<file path="src/ubc_pkg.sv">
// Constants shared by the baud clock selector and its testbench.
// Assumes a 250 MHz machine clock and a 32-bit AHB-Lite register bus.
package ubc_pkg;

  // ****************************************************
  // Register offsets (byte addresses)
  // ****************************************************
  localparam logic [7:0] UBC_OFF_MODE = 8'h00;
  localparam logic [7:0] UBC_OFF_PRESC = 8'h04;
  localparam logic [7:0] UBC_OFF_TMRCTL = 8'h08;
  localparam logic [7:0] UBC_OFF_RELOAD = 8'h0C;
  localparam logic [7:0] UBC_OFF_STATUS = 8'h10;
  localparam logic [7:0] UBC_OFF_TICKS = 8'h14;

  // ****************************************************
  // Field positions
  // ****************************************************
  localparam int UBC_MODE_SRC_LSB = 0;
  localparam int UBC_MODE_OP_LSB = 3;
  localparam int UBC_MODE_DIR_BIT = 5;
  localparam int UBC_PRESC_DIV_LSB = 0;
  localparam int UBC_PRESC_EN_BIT = 7;
  localparam int UBC_TMR_CSEL_LSB = 0;
  localparam int UBC_TMR_EN_BIT = 2;
  localparam int UBC_STAT_LVL_BIT = 16;
  localparam int UBC_STAT_FAST_BIT = 17;
  localparam int UBC_STAT_ACT_BIT = 18;

  // ****************************************************
  // Reset values
  // ****************************************************
  localparam logic [2:0] UBC_RST_SRC = 3'h0;
  localparam logic [1:0] UBC_RST_OP = 2'h0;
  localparam logic [3:0] UBC_RST_DIV = 4'hF;
  localparam logic [1:0] UBC_RST_CSEL = 2'h0;
  localparam logic [15:0] UBC_RST_RELOAD = 16'h0000;

  // ****************************************************
  // Source select codes and operating modes
  // ****************************************************
  localparam logic [2:0] UBC_SRC_GEN_MAX = 3'h4;
  localparam logic [2:0] UBC_SRC_RSVD = 3'h5;
  localparam logic [2:0] UBC_SRC_TIMER = 3'h6;
  localparam logic [2:0] UBC_SRC_EXT = 3'h7;
  localparam logic [1:0] UBC_OP_SYNC = 2'h2;
  localparam logic [3:0] UBC_DIV_MIN_CODE = 4'h8;
  localparam logic [3:0] UBC_DIV_OFF_CODE = 4'hF;

  // ****************************************************
  // Divide counts
  // ****************************************************
  localparam logic [4:0] UBC_PRESC_BASE = 5'h10;
  localparam logic [10:0] UBC_ASYNC_BASE = 11'h068;
  localparam logic [10:0] UBC_ASYNC_CODE4 = 11'h040;
  localparam logic [10:0] UBC_SYNC_BASE = 11'h002;
  localparam logic [5:0] UBC_X_DIV2 = 6'h02;
  localparam logic [5:0] UBC_X_DIV8 = 6'h08;
  localparam logic [5:0] UBC_X_DIV32 = 6'h20;
  localparam logic [5:0] UBC_UNDF_SYNC = 6'h02;
  localparam logic [5:0] UBC_UNDF_ASYNC = 6'h20;
  localparam logic [4:0] UBC_EXT_SYNC = 5'h01;
  localparam logic [4:0] UBC_EXT_ASYNC = 5'h10;

  // ****************************************************
  // Timing: shortest legal external clock period
  // ****************************************************
  localparam int UBC_CLK_PERIOD_PS = 4000;
  localparam int UBC_EXT_MIN_PERIOD_NS = 500;
  localparam int UBC_EXT_MIN_CYC =
    (UBC_EXT_MIN_PERIOD_NS * 1000) / UBC_CLK_PERIOD_PS;

endpackage : ubc_pkg

</file>
<file path="src/ubc_div.sv">
// Enable-driven counter divider: one output pulse per ratio input pulses.
// Assumes ratio is held stable between clear pulses; ratio 0 stops it.
`timescale 1ns/1ps
`default_nettype none
module ubc_div #(
  parameter int W = 8
) (
  input wire logic hclk,
  input wire logic hresetn,
  input wire logic clear,
  input wire logic tick_in,
  input wire logic [W-1:0] ratio,
  output logic tick_out
);

  typedef struct packed {
    logic [W-1:0] cnt;
  } ubc_div_st_t;

  ubc_div_st_t q;
  ubc_div_st_t d;
  logic last;

  assign last = (ratio != '0) &&
    (q.cnt == W'(ratio - {{(W-1){1'b0}}, 1'b1}));
  assign tick_out = tick_in && last && !clear;

  always_comb begin
    d = q;
    if (clear || ratio == '0) begin
      d.cnt = '0;
    end else if (tick_in) begin
      d.cnt = last ? '0 : W'(q.cnt + {{(W-1){1'b0}}, 1'b1});
    end
  end

  always_ff @(posedge hclk or negedge hresetn) begin
    if (!hresetn) begin
      q <= '0;
    end else begin
      q <= d;
    end
  end

  a_div_range: assert property (@(posedge hclk) disable iff (!hresetn)
    (ratio != '0) |-> (q.cnt < ratio))
    else $error("divider count beyond ratio");

endmodule : ubc_div
`default_nettype wire

</file>
<file path="src/ubc_sel.sv">
// UART baud clock selector: generator, reload timer or external pin.
// Assumes an AHB-Lite master at hclk; serial_clock_pin is asynchronous.
//
// Functional notes
// - Prescaler divides machine clock 2..8 by code
// - Prescaler ratio same in both modes
// - Sync generator divides by 2,4,8,16,32
// - Async generator divides 104x2..16, or 64
// - Code 110 selects reload timer underflow
// - Timer source divides underflow by 2 or 32
// - Timer count clock is 2, 8 or 32
// - Reload value spans full sixteen bits
// - Code 111 selects external clock pin
// - External source ratios fixed, not programmable
// - External: async divide 16, sync direct
// - Generator rate is prescaler then mode ratio
// - Modes 0,1,3 async; mode 2 synchronous
`timescale 1ns/1ps
`default_nettype none
module ubc_sel
  import ubc_pkg::*;
(
  input wire logic hclk,
  input wire logic hresetn,
  input wire logic hsel,
  input wire logic [31:0] haddr,
  input wire logic [1:0] htrans,
  input wire logic hwrite,
  input wire logic [2:0] hsize,
  input wire logic [31:0] hwdata,
  input wire logic hready,
  output logic hreadyout,
  output logic hresp,
  output logic [31:0] hrdata,
  input wire logic serial_clock_pin,
  output logic serial_clock_dir_sel,
  output logic baud_tick,
  output logic async_mode
);

  // ****************************************************
  // Types
  // ****************************************************
  typedef enum logic [1:0] {
    PH_IDLE,
    PH_WRITE,
    PH_READ
  } ubc_phase_t;

  typedef struct packed {
    ubc_phase_t phase;
    logic [7:0] dp_addr;
    logic hreadyout;
    logic [31:0] hrdata;
    logic [2:0] src_sel;
    logic [1:0] op_mode;
    logic dir_sel;
    logic prescale_enable;
    logic [3:0] prescale_div;
    logic [1:0] timer_clk_sel;
    logic tmr_en;
    logic [15:0] reload;
    logic [15:0] tmr_cnt;
    logic sync1;
    logic sync2;
    logic sync3;
    logic [7:0] ext_gap;
    logic ext_fast;
    logic [15:0] tick_cnt;
    logic baud_tick;
    logic async_mode;
  } ubc_st_t;

  ubc_st_t q;
  ubc_st_t d;

  // ****************************************************
  // Decoders
  // ****************************************************
  function automatic logic is_async(input logic [1:0] mode);
    is_async = (mode != UBC_OP_SYNC);
  endfunction : is_async

  function automatic logic [3:0] presc_ratio(input logic en,
                                             input logic [3:0] code);
    if (en && code >= UBC_DIV_MIN_CODE && code != UBC_DIV_OFF_CODE) begin
      presc_ratio = 4'(UBC_PRESC_BASE - {1'b0, code});
    end else begin
      presc_ratio = 4'h0;
    end
  endfunction : presc_ratio

  function automatic logic [10:0] gen_ratio(input logic async_m,
                                            input logic [2:0] code);
    if (code > UBC_SRC_GEN_MAX) begin
      gen_ratio = 11'h000;
    end else if (!async_m) begin
      gen_ratio = 11'(UBC_SYNC_BASE << code);
    end else if (code == UBC_SRC_GEN_MAX) begin
      gen_ratio = UBC_ASYNC_CODE4;
    end else begin
      gen_ratio = 11'(UBC_ASYNC_BASE * (UBC_SYNC_BASE << code));
    end
  endfunction : gen_ratio

  // ****************************************************
  // Divider chain
  // ****************************************************
  logic async_now;
  logic cfg_wr;
  logic [3:0] pre_ratio;
  logic [10:0] st2_ratio;
  logic [5:0] x_ratio;
  logic [5:0] undf_ratio;
  logic [4:0] ext_ratio;
  logic pre_tick;
  logic gen_tick;
  logic x_tick;
  logic undf_tick;
  logic timer_underflow;
  logic ext_edge;
  logic ext_tick;
  logic sel_tick;

  assign async_now = is_async(q.op_mode);
  assign cfg_wr = (q.phase == PH_WRITE);
  // Same prescaler ratio whatever the mode
  assign pre_ratio = presc_ratio(q.prescale_enable, q.prescale_div);
  assign st2_ratio = gen_ratio(async_now, q.src_sel);
  assign undf_ratio = async_now ? UBC_UNDF_ASYNC : UBC_UNDF_SYNC;
  assign ext_ratio = async_now ? UBC_EXT_ASYNC : UBC_EXT_SYNC;
  assign ext_edge = q.sync2 && !q.sync3;
  assign timer_underflow = q.tmr_en && x_tick && (q.tmr_cnt == 16'h0000);

  always_comb begin
    case (q.timer_clk_sel)
      2'h0: x_ratio = UBC_X_DIV2;
      2'h1: x_ratio = UBC_X_DIV8;
      2'h2: x_ratio = UBC_X_DIV32;
      default: x_ratio = 6'h00;
    endcase
  end

  ubc_div #(.W(4)) u_presc (
    .hclk(hclk), .hresetn(hresetn), .clear(cfg_wr),
    .tick_in(1'b1), .ratio(pre_ratio), .tick_out(pre_tick));

  ubc_div #(.W(11)) u_gen (
    .hclk(hclk), .hresetn(hresetn), .clear(cfg_wr),
    .tick_in(pre_tick), .ratio(st2_ratio), .tick_out(gen_tick));

  ubc_div #(.W(6)) u_tmr_clk (
    .hclk(hclk), .hresetn(hresetn), .clear(cfg_wr || !q.tmr_en),
    .tick_in(1'b1), .ratio(x_ratio), .tick_out(x_tick));

  ubc_div #(.W(6)) u_undf (
    .hclk(hclk), .hresetn(hresetn), .clear(cfg_wr),
    .tick_in(timer_underflow), .ratio(undf_ratio), .tick_out(undf_tick));

  ubc_div #(.W(5)) u_ext (
    .hclk(hclk), .hresetn(hresetn), .clear(cfg_wr),
    .tick_in(ext_edge), .ratio(ext_ratio), .tick_out(ext_tick));

  always_comb begin
    case (q.src_sel)
      UBC_SRC_RSVD: sel_tick = 1'b0;
      UBC_SRC_TIMER: sel_tick = undf_tick;
      UBC_SRC_EXT: sel_tick = ext_tick;
      default: sel_tick = gen_tick;
    endcase
  end

  // ****************************************************
  // Register read view
  // ****************************************************
  function automatic logic [31:0] rd_word(input ubc_st_t s,
                                          input logic act);
    rd_word = 32'h0000_0000;
    case (s.dp_addr)
      UBC_OFF_MODE: begin
        rd_word[UBC_MODE_SRC_LSB +: 3] = s.src_sel;
        rd_word[UBC_MODE_OP_LSB +: 2] = s.op_mode;
        rd_word[UBC_MODE_DIR_BIT] = s.dir_sel;
      end
      UBC_OFF_PRESC: begin
        rd_word[UBC_PRESC_DIV_LSB +: 4] = s.prescale_div;
        rd_word[UBC_PRESC_EN_BIT] = s.prescale_enable;
      end
      UBC_OFF_TMRCTL: begin
        rd_word[UBC_TMR_CSEL_LSB +: 2] = s.timer_clk_sel;
        rd_word[UBC_TMR_EN_BIT] = s.tmr_en;
      end
      UBC_OFF_RELOAD: rd_word[15:0] = s.reload;
      UBC_OFF_STATUS: begin
        rd_word[15:0] = s.tmr_cnt;
        rd_word[UBC_STAT_LVL_BIT] = s.sync2;
        rd_word[UBC_STAT_FAST_BIT] = s.ext_fast;
        rd_word[UBC_STAT_ACT_BIT] = act;
      end
      UBC_OFF_TICKS: rd_word[15:0] = s.tick_cnt;
      default: rd_word = 32'h0000_0000;
    endcase
  endfunction : rd_word

  // ****************************************************
  // Next state
  // ****************************************************
  logic take;
  logic src_active;
  ubc_st_t look;

  assign take = hsel && htrans[1] && hready;
  assign src_active = (q.src_sel != UBC_SRC_RSVD) &&
    ((q.src_sel == UBC_SRC_EXT) || (q.src_sel == UBC_SRC_TIMER) ?
     ((q.src_sel == UBC_SRC_EXT) || q.tmr_en) : (pre_ratio != 4'h0));

  always_comb begin
    d = q;
    look = q;
    d.hreadyout = 1'b1;
    // Data phase of a write
    if (q.phase == PH_WRITE) begin
      case (q.dp_addr)
        UBC_OFF_MODE: begin
          d.src_sel = hwdata[UBC_MODE_SRC_LSB +: 3];
          d.op_mode = hwdata[UBC_MODE_OP_LSB +: 2];
          d.dir_sel = hwdata[UBC_MODE_DIR_BIT];
        end
        UBC_OFF_PRESC: begin
          d.prescale_div = hwdata[UBC_PRESC_DIV_LSB +: 4];
          d.prescale_enable = hwdata[UBC_PRESC_EN_BIT];
        end
        UBC_OFF_TMRCTL: begin
          d.timer_clk_sel = hwdata[UBC_TMR_CSEL_LSB +: 2];
          d.tmr_en = hwdata[UBC_TMR_EN_BIT];
        end
        UBC_OFF_RELOAD: d.reload = hwdata[15:0];
        default: d.reload = q.reload;
      endcase
    end
    // Address phase
    if (take) begin
      d.phase = hwrite ? PH_WRITE : PH_READ;
      d.dp_addr = {haddr[7:2], 2'b00};
      look.dp_addr = d.dp_addr;
      d.hrdata = hwrite ? 32'h0000_0000 : rd_word(look, src_active);
    end else begin
      d.phase = PH_IDLE;
    end
    // Reload timer down counter
    if (!q.tmr_en) begin
      d.tmr_cnt = q.reload;
    end else if (timer_underflow) begin
      d.tmr_cnt = q.reload;
    end else if (x_tick) begin
      d.tmr_cnt = 16'(q.tmr_cnt - 16'h0001);
    end
    // Pin synchroniser and edge history
    d.sync1 = serial_clock_pin;
    d.sync2 = q.sync1;
    d.sync3 = q.sync2;
    // Spacing monitor on the external clock
    if (ext_edge) begin
      d.ext_gap = 8'h00;
    end else if (q.ext_gap != 8'hFF) begin
      d.ext_gap = 8'(q.ext_gap + 8'h01);
    end
    // Read of status clears the flag; a new violation wins
    if (take && !hwrite && d.dp_addr == UBC_OFF_STATUS) begin
      d.ext_fast = 1'b0;
    end
    if (ext_edge && q.ext_gap < 8'(UBC_EXT_MIN_CYC - 1)) begin
      d.ext_fast = 1'b1;
    end
    d.baud_tick = sel_tick;
    d.async_mode = async_now;
    if (sel_tick) begin
      d.tick_cnt = 16'(q.tick_cnt + 16'h0001);
    end
  end

  always_ff @(posedge hclk or negedge hresetn) begin
    if (!hresetn) begin
      q <= '0;
      q.phase <= PH_IDLE;
      q.hreadyout <= 1'b1;
      q.src_sel <= UBC_RST_SRC;
      q.op_mode <= UBC_RST_OP;
      q.prescale_div <= UBC_RST_DIV;
      q.timer_clk_sel <= UBC_RST_CSEL;
      q.reload <= UBC_RST_RELOAD;
      q.ext_gap <= 8'hFF;
      q.async_mode <= 1'b1;
    end else begin
      q <= d;
    end
  end

  assign hreadyout = q.hreadyout;
  assign hresp = 1'b0;
  assign hrdata = q.hrdata;
  assign serial_clock_dir_sel = q.dir_sel;
  assign baud_tick = q.baud_tick;
  assign async_mode = q.async_mode;

  // ****************************************************
  // Checks
  // ****************************************************
  a_presc_two: assert property (@(posedge hclk)
    disable iff (!hresetn || cfg_wr)
    (pre_ratio == 4'h2 && pre_tick) |=> !pre_tick ##1 pre_tick)
    else $error("prescaler divide by 2 spacing wrong");

  a_presc_off: assert property (@(posedge hclk) disable iff (!hresetn)
    (q.prescale_div == UBC_DIV_OFF_CODE || !q.prescale_enable)
    |-> !pre_tick)
    else $error("prescaler ran while disabled");

  a_sync_ratio: assert property (@(posedge hclk) disable iff (!hresetn)
    (!async_now && q.src_sel == 3'h3) |-> st2_ratio == 11'h010)
    else $error("synchronous ratio for code 011 not 16");

  a_async_ratio: assert property (@(posedge hclk) disable iff (!hresetn)
    (async_now && q.src_sel == 3'h0) |-> st2_ratio == 11'h0D0)
    else $error("asynchronous ratio for code 000 not 208");

  a_gen_follow: assert property (@(posedge hclk) disable iff (!hresetn)
    gen_tick |-> pre_tick)
    else $error("generator tick without prescaler tick");

  a_tmr_reload: assert property (@(posedge hclk) disable iff (!hresetn)
    (timer_underflow && !cfg_wr) |=> q.tmr_cnt == $past(q.reload))
    else $error("timer did not reload on underflow");

  a_tmr_xclk: assert property (@(posedge hclk) disable iff (!hresetn)
    (q.timer_clk_sel == 2'h1) |-> x_ratio == 6'h08)
    else $error("timer count clock not divide by 8");

  a_undf_async: assert property (@(posedge hclk) disable iff (!hresetn)
    async_now |-> undf_ratio == 6'h20)
    else $error("timer underflow not divided by 32");

  a_ext_sync: assert property (@(posedge hclk)
    disable iff (!hresetn || cfg_wr)
    (q.src_sel == UBC_SRC_EXT && !async_now && ext_edge)
    |=> q.baud_tick)
    else $error("external sync edge gave no tick");

  a_rsvd_quiet: assert property (@(posedge hclk) disable iff (!hresetn)
    (q.src_sel == UBC_SRC_RSVD) ##1 (q.src_sel == UBC_SRC_RSVD)
    |-> !q.baud_tick)
    else $error("tick while reserved source selected");

  a_tick_pulse: assert property (@(posedge hclk) disable iff (!hresetn)
    q.baud_tick |=> !q.baud_tick)
    else $error("baud tick longer than one cycle");

endmodule : ubc_sel
`default_nettype wire

</file>
<file path="config.mk">
export PLATFORM = sky130hd
export DESIGN_NAME = ubc_sel
export DESIGN_NICKNAME = d
export VERILOG_FILES = /design/src/ubc_pkg.sv /design/src/ubc_div.sv /design/src/ubc_sel.sv
export SDC_FILE = /design/constraint.sdc
export NUM_CORES = 1
export LEC_CHECK = 0
export BUFFER_PORTS_ARGS = -buffer_cell sky130_fd_sc_hd__buf_2
export CAP_MARGIN = 40
export CORE_ASPECT_RATIO = 1.1
export CORE_MARGIN = 2
export CORE_UTILIZATION = 58
export CTS_CLUSTER_SIZE = 24
export DETAILED_ROUTE_END_ITERATION = 12
export PLACE_DENSITY = 0.89
export SLEW_MARGIN = 5
export SYNTH_ARGS = -nofsm -noshare
export SYNTH_HDL_FRONTEND = slang
export SYNTH_SLANG_ARGS = --single-unit
export TNS_END_PERCENT = 30
</file>
<file path="constraint.sdc">
create_clock -name hclk -period 4.7 [get_ports hclk]
set_clock_uncertainty 0.05 [all_clocks]
set_input_delay 0.705 -clock hclk [delete_from_list [all_inputs] [get_ports hclk]]
set_output_delay 0.705 -clock hclk [all_outputs]
set_load 0.01 [all_outputs]
</file>
==> reports/qor.csv, run 1 <==
metric,value,unit
switchingPower,1.24,mW
die_x,116,um
layout_commonest_cell,dfrtp_1,
endpoint,look[3]$_DFFE_PN0P_,
grt_pass1_vias,6636,
cp.required,4.95,ns
pwr-share-comb,24.6,%
post-route-min-period,4.45,ns
arrival,4.70,ns
clockBufferDepth,2,
core-area,0.0137,mm2
max_freq,225,MHz
path_depth,15,
cts_setup_buffers,0,
met3_usage,6.55,%
synth_top_area_share,38.6,%
cts_buffers,17,
r2r_start,look[74]$_DFFE_PN0P_,
place_ws,0.185,ns
synth.distinct_cells,79,
vias,6637,
areaGrowthSynthToFinish,12.0,%
yosysSeqAreaShare,42.8,%
synth-seq-cells,137,
track_usage,28.3,%
io_pins,112,
cp-startpoint,look[74]$_DFFE_PN0P_,
start_util,58.8,%
grt_pass1_wl,32800,um
num_rows,45,
fin_ws,0.250,ns
p_clk_share,36.6,%
antenna_cells,0,
cts_tree,built,
portBuffers,50,
wl_per_cell,18.5,um
yosys-top-cells-area,"dfrtp_1 (39%), mux2_2 (6.6%), dfstp_2 (4.2%)",
grt_use_met2,45.9,%
gp_congestion,0.911,
yosysTopAreaCell,dfrtp_1,
post-dp-hpwl,13300,um
ir_worst_vdd,0.301,mV
cp_top_family,adder cells,
drive_gt1_share,21.0,%
max-slew-margin-rel,43.4,%
hold_path_class,input port to async pin,
rsz0062_at_grt,no,
die_area,0.0148,mm2
antenna_found_initial,0,
num-fill-cells,980,
drt_pass1_iterations,5,
p_per_area,428,mW/mm2
grt_busiest_layer,met2,
ant_nets,0,
vias_per_cell,6.21,
hold_violations,0,
crit_type,flop to flop,
path_buf_inv,2,
total_leakage_power,4.04,nW
post-route-period-util,94.7,%
clkTransAtPathRegs,0.06,ns
cpMaxStageDelayCell,fa_1,
async_reset_ff_share,100,%
cp-end-kind,flop,
synth-main-ff-cell,dfrtp_1,
swShare,32.2,%
drtIter0Drc,695,
ys_warn_count,0,
grt-ovfl-total,0,
drc,0,
drt_wl_total,19800,um
seqPwrFrac,38.8,%
setup_tns,0,ns
crit_fanout,15,
startpoint_type,flop,
r2r-end,look[3]$_DFFE_PN0P_,
setup_viol,0,
worst_slew_pin_slew,0.847,ns
clock_latency,0.42,ns
cts_sinks,137,
cp_cell_sequence,inv_1 > nand2_1 > inv_1 > and2_1 > ha_1 > fa_1 > fa_1 > nor2_1 > a211oi_1 > nor2_1 > or3_1 > a21oi_2 > a32oi_4 > nor2_1 > mux2_2,
slowest_delay,0.60,ns
syn_avg_cell_area,9.62,um2
netlist_instances,836,
h-tree-depth,4,
drv_slew,0,
status,"complete, no violations",
grt_max_degree,98,
mostFrequentLayoutCells,"dfrtp_1 (124), nand2_1 (72), nor2_1 (62), o21ai_0 (57), buf_2 (50)",
use_met1,36.0,%
netlist_area,0.00804,mm2
r2r_cells,15,
p_int,2.61,mW
maxCapViolCount,0,
clock-root-buffer,clkbuf_16,
fin_nets,963,
synth-edff-count,0,
cpMostUsedCell,nor2_1,
dieHeight,127,um
reg2reg_slack,0.25,ns
-- state kept, by name, summed over array words and instances, names as in the netlist --
name                  count
async_mode                1
baud_tick                 1
d                         2
hrdata                   19
look                     73
q                         8
serial_clock_dir_sel      1
u_ext.q                   5
u_gen.q                  11
u_presc.q                 4
u_tmr_clk.q               6
u_undf.q                  6
-- worst min path at each step --
stage / start / endpoint / depth (start not counted)
floorplan: d[28]$_DFF_PN0_ / d[27]$_DFF_PN0_ / 0
global placement: d[28]$_DFF_PN0_ / d[27]$_DFF_PN0_ / 0
detailed placement: d[28]$_DFF_PN0_ / d[27]$_DFF_PN0_ / 0
CTS: hresetn / u_gen.q[9]$_DFFE_PN0P_ / 1
global route: hresetn / u_gen.q[9]$_DFFE_PN0P_ / 1
finish: hresetn / u_gen.q[9]$_DFFE_PN0P_ / 1
-- power by group through the flow --
stage               Sequential (mW)  Clock (mW)  Combinational (mW)
CTS                            1.49        1.42               0.914
finish                         1.49        1.41               0.949
floorplan                      1.45           0               0.685
global placement               1.49           0               0.842
global route                   1.52        1.48                1.04
detailed placement             1.50           0               0.898
-- worst register-to-register path: cells and delay by family, from the launching register on --
family                   cells  cell delay, ns
multiplexers                 1            0.37
AO/OA/AOI/OAI                3            0.87
adder cells (fa/ha/maj)      3            1.44
buffers and inverters        2            0.16
AND/OR/NAND/NOR              6            1.09
flip-flops                   1            0.36
-- Yosys cell counts (all sizes together), types with 14 or more instances --
| cell type | number |
|---|---|
| nand2 | 72 |
| nand4 | 14 |
| xnor2 | 17 |
| nor4 | 15 |
| nand3 | 24 |
| inv | 26 |
| ha | 19 |
| buf | 41 |
| xor2 | 25 |
| o21ai | 60 |
| nor3 | 22 |
| a21oi | 45 |
| clkbuf | 30 |
| mux2 | 47 |
| nor2 | 62 |
| dfrtp | 124 |
-- final cells by class --
class | count | area, um2 | share of cell area, %
clock buffers | 23 | 488 | 5.42
multi-input cells | 615 | 4160 | 46.2
clock inverters | 9 | 136 | 1.51
inverters | 27 | 101 | 1.13
flip-flops and latches | 137 | 3440 | 38.3
well taps | 188 | 235 | 2.61
repair buffers | 69 | 437 | 4.85
-- logic make-up (layout without fill, tap and decap cells) --
family	Yosys count	in the layout	share of synthesized area, %
simple gates	300	300	19.7
compound gates	179	179	14.7
flops	137	137	42.8
buf+inv	98	128	6.50
mux	57	57	8.14
xor+xnor	42	42	4.58
fa+ha+maj	21	21	3.45
other cells	2	16	0.0934
-- stage by stage --
step           power [mW]  std cells  utilization [%]  hold slack [ns]  area, um2
2_1_floorplan        2.14        850                -            0.281       8090
3_3_place_gp         2.33       1033             60.6            0.282       8290
3_5_place_dp         2.40       1036             61.0            0.289       8350
4_1_cts              3.82       1068             65.6          0.00994       8970
5_1_grt              4.03       1068             65.8           0.0116       9000
6_report             3.85       1068             65.8           0.0169       9000
-- repair_timing --
action,in CTS,in global routing
hold buffers,0,0
endpoints found under the hold margin,0,0
gates resized for setup,0,7
endpoints found under the setup margin,0,12
-- metal layers --
| metal | vias to the layer above | share of wire (%) |
|---|---|---|
| met1 | 3238 | 39 |
| met5 | - | 0 |
| met4 | 0 | 3.2 |
| li1 | 3031 | - |
| met2 | 311 | 50 |
| met3 | 57 | 7.5 |
Note: power is estimated with default switching activity, not from simulation.
==> inputs of run 2 (changes only) <==
Settings changed: CAP_MARGIN 40 to 20, CORE_UTILIZATION 58 to 53, CTS_CLUSTER_DIAMETER from default to 50, PLACE_DENSITY 0.89 to 0.86.
Clock period 4.7 ns to 3.69 ns, I/O delays scaled along.
==> run 2 against run 1 <==
The flow now finishes with violations (setup timing). Wire length increased by 4.4%. Sequential share of layout area is 2.5 points lower. Setup slack lost 0.59 ns. Critical endpoint unchanged. First-iteration DRC count up 19%. Hold slack improved by 0.078 ns. Count of clock-buffer cells in the layout decreased by 5. Via count rose by 0.68%.
==> reports/qor.csv, run 2 (same netlist as run 1, synthesis figures left out) <==
metric,value,unit
antenna_found_initial,0,
cpMaxStageDelayCell,fa_2,
stdcell_area,0.00963,mm2
fin_ws,-0.341,ns
grt-ovfl-total,0,
post-route-period-util,109,%
worst_slew_pin_slew,0.922,ns
cts_tree,built,
total_leakage_power,4.32,nW
mostFrequentLayoutCells,"dfrtp_1 (124), nand2_1 (71), nor2_1 (58), o21ai_0 (54)",
portBuffers,50,
cp_top_family,adder cells,
hold_path_class,input port to async pin,
ant_nets,0,
p_per_area,547,mW/mm2
maxCapViolCount,0,
seq_area,0.00344,mm2
core-area,0.0149,mm2
io_pins,112,
multiInputGateArea,0.00447,mm2
max_freq,248,MHz
reg2reg_slack,-0.34,ns
track_usage,26.2,%
grt_max_degree,78,
clockBufferDepth,2,
ir_worst_vdd,0.373,mV
cp-startpoint,look[75]$_DFFE_PN0P_,
hold_violations,0,
cp_cell_sequence,inv_2 > nand2_2 > inv_2 > and2_4 > ha_4 > fa_2 > fa_2 > nor2_4 > a41o_1 > o221a_4 > nor4b_4 > a32oi_4 > buf_12 > nor2_4 > mux2_4,
drtIter0Drc,827,
cts_sinks,137,
setup_viol,28,
dieHeight,133,um
vias_per_cell,6.00,
hold_buffers,0,
h-tree-depth,4,
cp-end-kind,flop,
dp.cells,1062,
die_area,0.0162,mm2
fin_nets,1001,
largest_reg_flops,73,
cts_buffers,17,
place_ws,-0.367,ns
layout_commonest_cell,dfrtp_1,
vias,6682,
crit_type,flop to flop,
clkTransAtPathRegs,0.06,ns
antenna_cells,0,
areaGrowthSynthToFinish,19.8,%
drt_wl_total,20600,um
fin_cells,1113,
clock-root-buffer,clkbuf_16,
whs,0.0945,ns
gp_congestion,0.894,
num_rows,47,
violations,setup timing,
r2r_cells,15,
start_util,53.8,%
drive_gt1_share,28.6,%
setup_tns,-5.86,ns
path_buf_inv,3,
grt_pass1_wl,33300,um
cp.required,3.95,ns
crit_fanout,8,
drv_slew,0,
max-slew-margin-rel,36.9,%
r2r_start,look[75]$_DFFE_PN0P_,
num-fill-cells,1115,
post-dp-hpwl,13100,um
arrival,4.29,ns
slowest_delay,0.62,ns
r2r-end,look[3]$_DFFE_PN0P_,
die_x,121,um
startpoint_type,flop,
drc,0,
wl_per_cell,18.6,um
status,"finished, violations left",
drt_pass1_iterations,6,
grt_pass1_vias,6773,
place_area,0.00853,mm2
rsz0062_at_grt,yes,
clock_latency,0.43,ns
post-route-min-period,4.03,ns
-- run 2: per-layer routing --
layer	track usage [%]	vias to the layer above	wire [um]
met5	0	-	0
met4	11.3	0	578
met3	7.06	43	1460
met2	42.9	255	10600
met1	32.7	3291	8010
li1	-	3093	-
-- run 2: worst register-to-register path, delay by kind of cell, from the launching register on --
kind | cells | cell delay, ns
adder cells (fa/ha/maj) | 3 | 1.35
AND/OR/NAND/NOR | 5 | 0.80
AO/OA/AOI/OAI | 3 | 0.68
flip-flops | 1 | 0.41
buffers and inverters | 3 | 0.31
multiplexers | 1 | 0.31
-- run 2: area by class of cell --
type	instances	area share [%]
Clock inverter	13	1.60
Timing Repair Buffer	107	8.16
Tap cell	196	2.55
Multi-Input combinational cell	615	46.4
Clock buffer	18	4.46
Sequential cell	137	35.8
Inverter	27	1.05
-- run 2: per-stage QoR --
step / util (%) / total power [mW]
final: 64.5 / 5.27
after global routing: 64.5 / 5.51
after CTS: 63.6 / 5.06
after detailed placement: 57.1 / 3.14
after global placement: 57.1 / 3.09
after floorplan: - / 2.74
-- run 2: where the power goes --
group | total (mW) | switching (mW) | leakage [nW] | internal [mW]
Clock | 1.71 | 0.661 | 0.289 | 1.05
Sequential | 1.89 | 0.207 | 1.74 | 1.69
Combinational | 1.66 | 0.907 | 2.30 | 0.749
Total | 5.27 | 1.78 | 4.32 | 3.49
-- run 2: worst max-delay path by stage --
stage,end,slack [ns],cells after the start
6_report,look[3]$_DFFE_PN0P_,-0.34,15
5_1_grt,look[3]$_DFFE_PN0P_,-0.44,17
4_1_cts,look[5]$_DFFE_PN0P_,-0.26,15
3_5_place_dp,look[15]$_DFFE_PN0P_,-0.37,15
3_3_place_gp,look[15]$_DFFE_PN0P_,-0.30,16
2_1_floorplan,look[3]$_DFFE_PN0P_,-0.005,13
-- run 2: what timing repair did --
item                       CTS  global route
buffers inserted            16             2
gates resized for setup     44            24
setup endpoints to repair   28            28
pin swaps                   27             8
cloned                       1             1
